$ cat config.mk
export PLATFORM = sky130hd
export DESIGN_NAME = io_expander_port_irq
export DESIGN_NICKNAME = d
export VERILOG_FILES = /design/src/rtl/expander_pkg.sv /design/src/rtl/io_port_slice.sv /design/src/rtl/io_expander_port_irq.sv
export SDC_FILE = /design/constraint.sdc
export NUM_CORES = 1
export LEC_CHECK = 0
export BUFFER_PORTS_ARGS = -buffer_cell sky130_fd_sc_hd__buf_2
export CAP_MARGIN = 20
export CORE_MARGIN = 1
export CORE_UTILIZATION = 59
export DETAILED_ROUTE_END_ITERATION = 8
export HOLD_SLACK_MARGIN = 0.1
export PLACE_DENSITY = 0.85
export SLEW_MARGIN = 0
export SYNTH_ARGS = -nofsm -noshare
export SYNTH_HDL_FRONTEND = slang
export SYNTH_SLANG_ARGS = --single-unit
$ cat constraint.sdc
create_clock -name clk -period 5.75 [get_ports clk]
set_input_delay 0.8625 -clock clk [delete_from_list [all_inputs] [get_ports clk]]
set_output_delay 0.8625 -clock clk [all_outputs]
set_load 0.03 [all_outputs]
$ cat src/rtl/expander_pkg.sv
// Shared offsets, field positions and counts for the expander port block
package expander_pkg;
  localparam int PORT_W = 8;
  localparam int PINS_W = 16;
  localparam int ADDR_W = 4;
  localparam logic [ADDR_W-1:0] ADDR_PULLUP = 4'h6;
  localparam logic [ADDR_W-1:0] ADDR_FLAGS = 4'h7;
  localparam logic [ADDR_W-1:0] ADDR_CAPTURE = 4'h8;
  localparam logic [ADDR_W-1:0] ADDR_PORT = 4'h9;
  localparam logic [ADDR_W-1:0] ADDR_LATCH = 4'ha;
  localparam logic [PORT_W-1:0] RST_PULLUP = 8'h00;
  localparam logic [PORT_W-1:0] RST_FLAGS = 8'h00;
  localparam logic [PORT_W-1:0] RST_CAPTURE = 8'h00;
  localparam logic [PORT_W-1:0] RST_LATCH = 8'h00;
  localparam logic [PORT_W-1:0] RD_UNMAPPED = 8'h00;
  // Serial clock falling edges counted after the read strobe before the one on which the LSb leaves
  localparam logic [2:0] LSB_OUT_EDGE = 3'h7;
  localparam logic [2:0] CNT_ZERO = 3'h0;
  localparam logic [2:0] CNT_ONE = 3'h1;
  localparam logic PORT_FIRST = 1'b0;
  localparam logic PORT_SECOND = 1'b1;
endpackage : expander_pkg

$ cat src/rtl/io_port_slice.sv
// One 8-bit port: pull-ups, output latch, change detect, flags, capture
`timescale 1ns/1ps
module io_port_slice (
  input wire logic clk,
  input wire logic rstn,
  input wire logic [expander_pkg::PORT_W-1:0] pinLvl,
  input wire logic [expander_pkg::PORT_W-1:0] isInput,
  input wire logic [expander_pkg::PORT_W-1:0] irqEn,
  input wire logic [expander_pkg::PORT_W-1:0] srcDefault,
  input wire logic [expander_pkg::PORT_W-1:0] compare_default_reg,
  input wire logic wrPullup,
  input wire logic wrLatch,
  input wire logic [expander_pkg::PORT_W-1:0] wrData,
  input wire logic clrIrq,
  output logic [expander_pkg::PORT_W-1:0] pullupBits_r,
  output logic [expander_pkg::PORT_W-1:0] latchBits_r,
  output logic [expander_pkg::PORT_W-1:0] flagBits_r,
  output logic [expander_pkg::PORT_W-1:0] captureBits_r,
  output logic irqPend_r
);
  import expander_pkg::*;

  logic [PORT_W-1:0] refLvl_r;
  logic refLoaded_r;
  logic [PORT_W-1:0] mismatch;

  // Only enabled input pins are compared at all
  assign mismatch = isInput & irqEn &
    ((srcDefault & (pinLvl ^ compare_default_reg)) |
     (~srcDefault & (pinLvl ^ refLvl_r)));

  always_ff @(posedge clk or negedge rstn) begin
    if (!rstn) begin
      pullupBits_r <= RST_PULLUP;
    end else if (wrPullup) begin
      pullupBits_r <= wrData;
    end
  end

  always_ff @(posedge clk or negedge rstn) begin
    if (!rstn) begin
      latchBits_r <= RST_LATCH;
    end else if (wrLatch) begin
      latchBits_r <= wrData;
    end
  end

  // Reset cannot load a port value, so the baseline is taken after release
  always_ff @(posedge clk or negedge rstn) begin
    if (!rstn) begin
      refLoaded_r <= 1'b0;
    end else begin
      refLoaded_r <= 1'b1;
    end
  end

  always_ff @(posedge clk or negedge rstn) begin
    if (!rstn) begin
      refLvl_r <= RST_CAPTURE;
    end else if (!refLoaded_r) begin
      refLvl_r <= pinLvl;
    end else if (clrIrq || (!irqPend_r && |mismatch)) begin
      refLvl_r <= pinLvl;
    end
  end

  // A pending mismatch at clear time re-raises at once: set wins over clear
  always_ff @(posedge clk or negedge rstn) begin
    if (!rstn) begin
      irqPend_r <= 1'b0;
      flagBits_r <= RST_FLAGS;
      captureBits_r <= RST_CAPTURE;
    end else if (refLoaded_r && (!irqPend_r || clrIrq) && |mismatch) begin
      irqPend_r <= 1'b1;
      flagBits_r <= mismatch;
      captureBits_r <= pinLvl;
    end else if (clrIrq) begin
      irqPend_r <= 1'b0;
      flagBits_r <= RST_FLAGS;
    end
  end
endmodule : io_port_slice

$ cat src/rtl/io_expander_port_irq.sv
// Port data path and interrupt-on-change logic of a 16-bit I/O expander
// Function
// - Pull-up on for set bit, input pin
// - Flags mark causing enabled pins; writes ignored
// - Disabled pins never set their flag
// - Capture loads pins on interrupt, held
// - Port read gives pins, write hits latch
// - Latch read gives latch; latch drives outputs
// - Per-pin enable and per-pin compare source
// - Each port own interrupt, cleared by read
// - Merge 0 separate, merge 1 ORed
// - Merged outputs clear after both ports read
// - Pin-change mode compares against previous value
// - Default mode compares against default bit
// - Outputs active-low, active-high or open-drain
// - Only enabled input pins cause interrupts
// - Interrupt holds until read; writes ignored
// - Clear only after LSb shifted out
// - Only first event loads capture
// - Pending change reasserts at once on clear
// - Clearing refreshes pin-change baseline
// - Default mismatch persists despite reads
// - Merge control is configuration bit 6
// - Bit 2 open-drain overrides polarity
// - Bit 1 polarity: 1 high, 0 low
`timescale 1ns/1ps
module io_expander_port_irq (
  input wire logic clk,
  input wire logic rstn,
  input wire logic serClk,
  input wire logic [expander_pkg::ADDR_W-1:0] regAddr,
  input wire logic regPortSel,
  input wire logic regWrEn,
  input wire logic [expander_pkg::PORT_W-1:0] regWrData,
  input wire logic regRdEn,
  output logic [expander_pkg::PORT_W-1:0] regRdData_r,
  input wire logic [expander_pkg::PINS_W-1:0] dirInput,
  input wire logic [expander_pkg::PINS_W-1:0] changeIrqEnable,
  input wire logic [expander_pkg::PINS_W-1:0] irqSourceDefault,
  input wire logic [expander_pkg::PINS_W-1:0] compareDefault,
  input wire logic irqMirror,
  input wire logic irqOpenDrain,
  input wire logic irqOutputPolarity,
  input wire logic [expander_pkg::PINS_W-1:0] pinIn,
  output logic [expander_pkg::PINS_W-1:0] pinOut_r,
  output logic [expander_pkg::PINS_W-1:0] pinOe_r,
  output logic [expander_pkg::PINS_W-1:0] pullupOn_r,
  output logic irqOutFirst_r,
  output logic irqOutFirstOe_r,
  output logic irqOutSecond_r,
  output logic irqOutSecondOe_r
);
  import expander_pkg::*;

  logic [PINS_W-1:0] pinMeta_r;
  logic [PINS_W-1:0] pinLvl_r;
  logic serMeta_r;
  logic serSync_r;
  logic serPrev_r;
  logic serFall;
  logic [1:0] clrArm_r;
  logic [2:0] bitCnt_r;
  logic [1:0] clrPulse;
  logic clrRead;
  logic [1:0] wrPullup;
  logic [1:0] wrLatch;
  logic [PINS_W-1:0] pullupBits;
  logic [PINS_W-1:0] latchBits;
  logic [PINS_W-1:0] flagBits;
  logic [PINS_W-1:0] captureBits;
  logic [1:0] irqPend;
  logic [1:0] irqActive;
  logic [PORT_W-1:0] rdSel;

  // Pins and the serial clock come from outside this clock domain
  always_ff @(posedge clk or negedge rstn) begin
    if (!rstn) begin
      pinMeta_r <= '0;
      pinLvl_r <= '0;
    end else begin
      pinMeta_r <= pinIn;
      pinLvl_r <= pinMeta_r;
    end
  end

  always_ff @(posedge clk or negedge rstn) begin
    if (!rstn) begin
      serMeta_r <= 1'b0;
      serSync_r <= 1'b0;
      serPrev_r <= 1'b0;
    end else begin
      serMeta_r <= serClk;
      serSync_r <= serMeta_r;
      serPrev_r <= serSync_r;
    end
  end

  assign serFall = serPrev_r && !serSync_r;

  assign clrRead = regRdEn &&
    (regAddr == ADDR_CAPTURE || regAddr == ADDR_PORT);

  // Clear is armed by the read and fired once the byte has been shifted out
  always_ff @(posedge clk or negedge rstn) begin
    if (!rstn) begin
      clrArm_r <= 2'b00;
      bitCnt_r <= CNT_ZERO;
    end else if (clrRead) begin
      clrArm_r <= regPortSel ? 2'b10 : 2'b01;
      bitCnt_r <= CNT_ZERO;
    end else if (serFall && |clrArm_r) begin
      bitCnt_r <= bitCnt_r + CNT_ONE;
      if (bitCnt_r == LSB_OUT_EDGE) begin
        clrArm_r <= 2'b00;
      end
    end
  end

  assign clrPulse = (serFall && !clrRead && bitCnt_r == LSB_OUT_EDGE) ?
    clrArm_r : 2'b00;

  // Port and latch writes both land in the latch; flag/capture writes drop
  assign wrLatch[0] = regWrEn && regPortSel == PORT_FIRST &&
    (regAddr == ADDR_PORT || regAddr == ADDR_LATCH);
  assign wrLatch[1] = regWrEn && regPortSel == PORT_SECOND &&
    (regAddr == ADDR_PORT || regAddr == ADDR_LATCH);
  assign wrPullup[0] = regWrEn && regPortSel == PORT_FIRST &&
    regAddr == ADDR_PULLUP;
  assign wrPullup[1] = regWrEn && regPortSel == PORT_SECOND &&
    regAddr == ADDR_PULLUP;

  for (genvar p = 0; p < 2; p++) begin : g_port
    io_port_slice u_slice (
      .clk(clk),
      .rstn(rstn),
      .pinLvl(pinLvl_r[p*PORT_W +: PORT_W]),
      .isInput(dirInput[p*PORT_W +: PORT_W]),
      .irqEn(changeIrqEnable[p*PORT_W +: PORT_W]),
      .srcDefault(irqSourceDefault[p*PORT_W +: PORT_W]),
      .compare_default_reg(compareDefault[p*PORT_W +: PORT_W]),
      .wrPullup(wrPullup[p]),
      .wrLatch(wrLatch[p]),
      .wrData(regWrData),
      .clrIrq(clrPulse[p]),
      .pullupBits_r(pullupBits[p*PORT_W +: PORT_W]),
      .latchBits_r(latchBits[p*PORT_W +: PORT_W]),
      .flagBits_r(flagBits[p*PORT_W +: PORT_W]),
      .captureBits_r(captureBits[p*PORT_W +: PORT_W]),
      .irqPend_r(irqPend[p])
    );
  end

  always_comb begin
    unique case (regAddr)
      ADDR_PULLUP: rdSel = regPortSel ? pullupBits[15:8] : pullupBits[7:0];
      ADDR_FLAGS: rdSel = regPortSel ? flagBits[15:8] : flagBits[7:0];
      ADDR_CAPTURE:
        rdSel = regPortSel ? captureBits[15:8] : captureBits[7:0];
      ADDR_PORT: rdSel = regPortSel ? pinLvl_r[15:8] : pinLvl_r[7:0];
      ADDR_LATCH: rdSel = regPortSel ? latchBits[15:8] : latchBits[7:0];
      default: rdSel = RD_UNMAPPED;
    endcase
  end

  always_ff @(posedge clk or negedge rstn) begin
    if (!rstn) begin
      regRdData_r <= RD_UNMAPPED;
    end else if (regRdEn) begin
      regRdData_r <= rdSel;
    end
  end

  // Pull-ups only on inputs; latches drive only output pins
  always_ff @(posedge clk or negedge rstn) begin
    if (!rstn) begin
      pinOut_r <= '0;
      pinOe_r <= '0;
      pullupOn_r <= '0;
    end else begin
      pinOut_r <= latchBits;
      pinOe_r <= ~dirInput;
      pullupOn_r <= pullupBits & dirInput;
    end
  end

  // Merged mode ORs the two ports, so every pending port must be read before it drops
  assign irqActive[0] = irqMirror ? |irqPend : irqPend[0];
  assign irqActive[1] = irqMirror ? |irqPend : irqPend[1];

  // Open drain only ever pulls low and releases otherwise
  always_ff @(posedge clk or negedge rstn) begin
    if (!rstn) begin
      irqOutFirst_r <= 1'b0;
      irqOutFirstOe_r <= 1'b0;
      irqOutSecond_r <= 1'b0;
      irqOutSecondOe_r <= 1'b0;
    end else if (irqOpenDrain) begin
      irqOutFirst_r <= 1'b0;
      irqOutFirstOe_r <= irqActive[0];
      irqOutSecond_r <= 1'b0;
      irqOutSecondOe_r <= irqActive[1];
    end else begin
      irqOutFirst_r <= irqOutputPolarity ? irqActive[0] : !irqActive[0];
      irqOutFirstOe_r <= 1'b1;
      irqOutSecond_r <= irqOutputPolarity ? irqActive[1] : !irqActive[1];
      irqOutSecondOe_r <= 1'b1;
    end
  end
endmodule : io_expander_port_irq

==> impl_metrics.toml, run 1 <==
[route]
vias = 5810
ant_nets = 0
wire_per_inst_um = 19.6
drc = 0
drt-total-wl_mm = 19.4
drtIter0Drc = 383
first_pass_iters = 5
detail_route.vias_per_cell = 5.89

[worst_setup_path]
crit_required_ns = 6.07
worst_ep_arrival_time_ns = 2.99
slowest_stage = "nor4_2"
cp-start-kind = "input pin"
cp-end-kind = "flip-flop"
crit_chain = "buf_2, mux2i_1, mux2i_1, nor4_2, a221oi_2, buf_4, mux2_4"
crit_buf_inv = 2
crit_fanout = 16
rr_worst_depth = 6
crit_type = "in -> reg"
crit_top_cell = "mux2i_1"
max_stage_delay_ns = 0.94
path_depth = 7
crit_family = "simple AND/OR/NAND/NOR gates"

[timing]
slew_viol_final = 0
relSlewSlack = 0.293
rsz0062_at_grt = "no"
setup_tns_ns = 0
setup_viol = 0
post-route-period-util = 0.464
fin_skew_ns = 0.00756
hold_viol_final = 0
fin_ws_ns = 3.08
finalCriticalPeriod_ns = 2.67
tightest_slew_ns = 1.05
fmax_mhz = 375
fin_hold_ws_ns = 0.347

[pwr]
seqPwrFrac = 0.483
p_total_mw = 3.48
clkPwrFrac = 0.330
powerDensity_nw_per_um2 = 371
p_sw_mw = 1.02
p_leak_nw = 4.53
p_sw_frac = 0.294
comb_power_share = 0.187
cell_internal_pwr_mw = 2.46
irDropWorstVdd_mv = 0.293

[clock_network]
tritoncts = "done"
htree_num_levels = 4
hold_buffers = 0
numCtsBuffers = 17
cts-root-buf = "clkbuf_16"
post_cts_buffers = 0
postCtsResizedCells = 0
cts_sinks = 183
clkLatencyLatePin_ns = 0.43
cts_buffer_depth = 2
cts.clk_slew.worst_paths_ns = 0.07

[placement]
pre_cts_ws_ns = 2.73
place_area_um2 = 8780
port_buffers = 160
dp_hpwl_mm = 13.8
gp_congestion = 0.904

[synth]
synth-main-ff-cell = "dfrtp_1"
synth_edf_count = 0
async_flop_share = 1.00
syn_nets = 745
yosys.cell_types.count = 42
ys_ff_latch = 183
seq_area_frac_synth = 0.584
synth_cells = 642
synth.avg_cell_area_um2 = 12.2
synth.cell_area_um2 = 7840
ys_warn_count = 0

[worst_hold_path]
hold_depth = 0
hold_class = "reg -> reg"

[die]
initial_utilization = 0.614
fp.coreArea_um2 = 12800
ios = 161
rows = 41
die_height_um = 117
dieArea_um2 = 13800
die_w_um = 117

[grt]
grt_max_degree = 86
grt.overflow.total = 0
grt_pass1_wl_mm = 29.9
antenna_found_initial = 0
global_route.usage.total = 0.299
grt_pass1_vias = 5734

[finish]
drive_gt1_frac = 0.317
fin_nets = 905
syn2layout_area_growth_pct = 19.7
fin_area_um2 = 9380
antennaDiodeCount = 0
fillerInstances = 866

[outcome]
status = "finished clean"

[flow_run]
cap_violations = 0
## metal layers
metal  vias to the layer above  global-route usage  wire [um]
li1                       2595                   -          -
met1                      2912               0.388       7730
met2                       254               0.497       9900
met3                        49              0.0561       1230
met4                         0               0.124        496
met5                         -                   0          0
## cell usage in the layout, fill, tap and decap left out, types with 7 or more instances in the layout
cell       synthesis  final
nor2_1            24     24
o22ai_1           14     14
nand3b_1          19     19
nor3_1             7      7
nor2b_1           16     16
dfrtp_1          183    183
nand4_1           16     16
nand3_1           34     34
o21ai_0           17     17
a21oi_1           27     27
mux2_2            45     45
buf_2              1    159
mux2i_1           86     86
and3_1            16     16
buf_4              0      7
clkbuf_16          0     17
inv_1             33     33
and2_1            16     16
nand2_1           23     23
## synth_stat cells (3+ instances only)
cell | instances | share of area
and2_1 | 16 | 0.013
and3_1 | 16 | 0.013
xnor2_1 | 3 | 0.0034
o22ai_1 | 14 | 0.011
nand3_1 | 34 | 0.022
dfrtp_1 | 183 | 0.58
nand2_1 | 23 | 0.011
a21oi_1 | 27 | 0.017
nor4_2 | 4 | 0.0064
inv_1 | 33 | 0.016
mux2_4 | 4 | 0.0077
buf_1 | 3 | 0.0014
or4_1 | 4 | 0.0038
a31oi_1 | 3 | 0.0024
clkbuf_1 | 20 | 0.0096
mux2i_1 | 86 | 0.11
nand3b_1 | 19 | 0.018
nand4_1 | 16 | 0.013
nor2b_1 | 16 | 0.013
o21ai_0 | 17 | 0.011
mux2_2 | 45 | 0.065
nor3_1 | 7 | 0.0045
nor2_1 | 24 | 0.011
## final timing paths
check                                        from                                        endpoint  slack (ns)
setup / recovery             irqSourceDefault[11]  g_port[1].u_slice.captureBits_r[5]$_DFFE_PN0P_        3.08
hold / removal             pinMeta_r[0]$_DFF_PN0_                           pinLvl_r[0]$_DFF_PN0_        0.35
setup reg to reg           pinLvl_r[11]$_DFF_PN0_  g_port[1].u_slice.captureBits_r[5]$_DFFE_PN0P_        3.21
hold reg to reg            pinMeta_r[0]$_DFF_PN0_                           pinLvl_r[0]$_DFF_PN0_        0.35
max in group asynchronous                    rstn     g_port[0].u_slice.flagBits_r[6]$_DFFE_PN0P_        4.08
min in group asynchronous                    rstn                      irqOutSecondOe_r$_DFF_PN0_        0.48
## stage by stage
stage	util	instances
6_report	0.735	987
5_1_grt	0.735	987
4_1_cts	0.733	985
3_5_place_dp	0.688	953
3_3_place_gp	0.688	953
2_1_floorplan	-	642
## power by group through the flow
stage | clock network, mW | registers [mW] | logic [mW]
final | 1.15 | 1.68 | 0.651
after global routing | 1.21 | 1.71 | 0.704
after CTS | 1.15 | 1.68 | 0.650
after detailed placement | 0 | 1.70 | 0.643
after global placement | 0 | 1.69 | 0.610
after floorplan | 0 | 1.74 | 0.333
## cell families (layout without fill, tap and decap cells)
| group | count (synthesis) | in the layout | synth area share |
|---|---|---|---|
| AO/OA/AOI/OAI | 67 | 67 | 0.0496 |
| XOR/XNOR | 3 | 3 | 0.00335 |
| adder cells (fa/ha/maj) | 2 | 2 | 0.00319 |
| buffers and inverters | 59 | 232 | 0.0303 |
| flip-flops | 183 | 183 | 0.584 |
| multiplexers | 137 | 137 | 0.188 |
| other | 1 | 1 | 0.000478 |
| AND/OR/NAND/NOR | 190 | 190 | 0.141 |
## area by class of cell
cell class                      count  area [um^2]  share of cell area
Sequential cell                   183         4580               0.488
Multi-Input combinational cell    400         3020               0.322
Timing Repair Buffer              167          860              0.0916
Clock buffer                       21          460              0.0491
Tap cell                          172          215              0.0229
Clock inverter                     11          124              0.0132
Inverter                           33          124              0.0132
(Power assumes the default switching activity.)
==> run 2, diff against run 1 <==
--- a/config.mk
+++ b/config.mk
@@ -8,10 +8,10 @@
 export BUFFER_PORTS_ARGS = -buffer_cell sky130_fd_sc_hd__buf_2
 export CAP_MARGIN = 20
 export CORE_MARGIN = 1
-export CORE_UTILIZATION = 59
+export CORE_UTILIZATION = 55
 export DETAILED_ROUTE_END_ITERATION = 8
 export HOLD_SLACK_MARGIN = 0.1
-export PLACE_DENSITY = 0.85
+export PLACE_DENSITY = 0.8
 export SLEW_MARGIN = 0
 export SYNTH_ARGS = -nofsm -noshare
 export SYNTH_HDL_FRONTEND = slang
==> constraint.sdc (replaced) <==
create_clock -name clk -period 2.78 [get_ports clk]
set_input_delay 0.417 -clock clk [delete_from_list [all_inputs] [get_ports clk]]
set_output_delay 0.417 -clock clk [all_outputs]
set_load 0.03 [all_outputs]
==> run 2 against run 1 <==
- core utilization is 3.9 points lower
- sequential share of layout area shrank 1.4 points
- sequential power rose by 110%
- critical path depth unchanged
- final area up 2.9%
- hold slack worse by 0.18 ns
- register-to-register slack worse by 2.6 ns
- critical path type is now reg -> reg
- critical endpoint is now g_port[1].u_slice.captureBits_r[4]$_DFFE_PN0P_
- highest routed layer unchanged
==> impl_metrics.toml, run 2 (synthesis gave the netlist of run 1 again) <==
[outcome]
status = "finished clean"

[timing]
setup_tns_ns = 0
setup_viol = 0
fmax_mhz = 455
tightest_slew_ns = 0.709
relSlewSlack = 0.527
post-route-period-util = 0.791
hold_viol_final = 0
rsz0062_at_grt = "no"
slew_viol_final = 0
finalCriticalPeriod_ns = 2.20
fin_skew_ns = 0.0130
fin_hold_ws_ns = 0.165

[worst_setup_path]
crit_required_ns = 3.09
worst_ep_arrival_time_ns = 2.51
cp-start-kind = "flip-flop"
timing.rr.end = "g_port[1].u_slice.captureBits_r[4]$_DFFE_PN0P_"
reg2reg_slack_ns = 0.58
crit_fanout = 16
reg2reg_from = "bitCnt_r[0]$_DFFE_PN0P_"
rr_worst_depth = 7
cp-end-kind = "flip-flop"
crit_type = "reg -> reg"

[finish]
final_cell_mix = "dfrtp_1, buf_2, mux2i_1"
seq_area_um2 = 4580
final_common_cell = "dfrtp_1"
syn2layout_area_growth_pct = 23.1
drive_gt1_frac = 0.321
fillerInstances = 1015
fin_nets = 934
antennaDiodeCount = 0
multi_input_area_um2 = 3020

[die]
ios = 161
fp.coreArea_um2 = 13900
die_height_um = 121
initial_utilization = 0.565
dieArea_um2 = 14700
die_w_um = 121
rows = 43

[placement]
dp_hpwl_mm = 14.0
gp_congestion = 0.874
port_buffers = 160

[route]
drt-total-wl_mm = 19.4
drtIter0Drc = 311
first_pass_iters = 5
detail_route.vias_per_cell = 5.81
wire_per_inst_um = 18.9
ant_nets = 0
drc = 0
vias = 5953

[flow_run]
cap_violations = 0

[clock_network]
numCtsBuffers = 17
hold_buffers = 17
cts-root-buf = "clkbuf_16"
cts.clk_slew.worst_paths_ns = 0.07
postCtsResizedCells = 0
cts_buffer_depth = 2
cts_sinks = 183
clkLatencyLatePin_ns = 0.44
tritoncts = "done"
htree_num_levels = 4
post_cts_buffers = 0

[grt]
global_route.usage.total = 0.279
grt_pass1_vias = 5991
grt_max_degree = 76
grt_pass1_wl_mm = 30.4
grt.overflow.total = 0
antenna_found_initial = 0

[pwr]
powerDensity_nw_per_um2 = 738
comb_power_share = 0.194
cell_internal_pwr_mw = 4.94
clkPwrFrac = 0.318
irDropWorstVdd_mv = 0.581
p_sw_mw = 2.19
p_leak_nw = 4.65
p_sw_frac = 0.307
seqPwrFrac = 0.487

[worst_hold_path]
hold_end = "pinOe_r[11]$_DFF_PN0_"
hold_class = "in -> reg"
hold_depth = 2
worstHoldStart = "dirInput[11]"
-- run 2: cell types whose count changed in the layout (fill, tap and decap cells not counted), sizes merged --
cell | previous run | this run
inv | 34 | 40
buf | 167 | 178
clkinv | 5 | 3
dlygate4sd3 | 0 | 18
clkinvlp | 3 | 4
bufinv | 2 | 0
clkbuf | 21 | 18
-- run 2: layout make-up --
class                   count  area share
flip-flops and latches    183       0.474
multi-input cells         400       0.313
repair buffers            196       0.119
clock buffers              18      0.0455
well taps                 180      0.0233
inverters                  33      0.0128
clock inverters            14      0.0121
-- run 2: layer usage --
metal  GRT usage  share of wire  vias up
met2       0.459           0.50      240
met1       0.352           0.40     3012
met4       0.126          0.031        0
li1            -              -     2651
met3      0.0639          0.063       50
met5           0              0        -
-- run 2: worst max-delay path: stages, from the launching register on --
cell and delay [ns]:
dfrtp_1 0.37, ha_1 0.17, ha_1 0.13, and3b_1 0.26, nand3_1 0.16, a221oi_2 0.30, buf_4 0.30, mux2_2 0.38
-- run 2: metrics by stage --
stage | instance area (um^2) | setup slack (ns) | power, mW | utilization | instances
final | 9650 | 0.581 | 7.13 | 0.695 | 1024
after CTS | 9640 | 0.574 | 7.15 | 0.695 | 1023
after global placement | 8920 | 0.538 | 4.78 | 0.642 | 974
after detailed placement | 8920 | 0.483 | 4.87 | 0.642 | 974
after global routing | 9650 | 0.460 | 7.43 | 0.695 | 1024
after floorplan | 7840 | 0.550 | 4.29 | - | 642
-- run 2: power by group through the flow --
stage	registers, mW	logic [mW]	clock network [mW]
2_1_floorplan	3.61	0.688	0
3_3_place_gp	3.49	1.30	0
3_5_place_dp	3.51	1.36	0
4_1_cts	3.47	1.39	2.29
5_1_grt	3.52	1.50	2.41
6_report	3.47	1.38	2.27
-- run 2: worst max-delay path by stage --
stage | startpoint | endpoint
floorplan | irqSourceDefault[3] | g_port[0].u_slice.captureBits_r[5]$_DFFE_PN0P_
global placement | irqSourceDefault[11] | g_port[1].u_slice.captureBits_r[4]$_DFFE_PN0P_
detailed placement | irqSourceDefault[2] | g_port[0].u_slice.captureBits_r[4]$_DFFE_PN0P_
CTS | bitCnt_r[0]$_DFFE_PN0P_ | g_port[1].u_slice.captureBits_r[3]$_DFFE_PN0P_
global route | g_port[0].u_slice.refLvl_r[2]$_DFFE_PN0P_ | g_port[0].u_slice.captureBits_r[4]$_DFFE_PN0P_
finish | bitCnt_r[0]$_DFFE_PN0P_ | g_port[1].u_slice.captureBits_r[4]$_DFFE_PN0P_
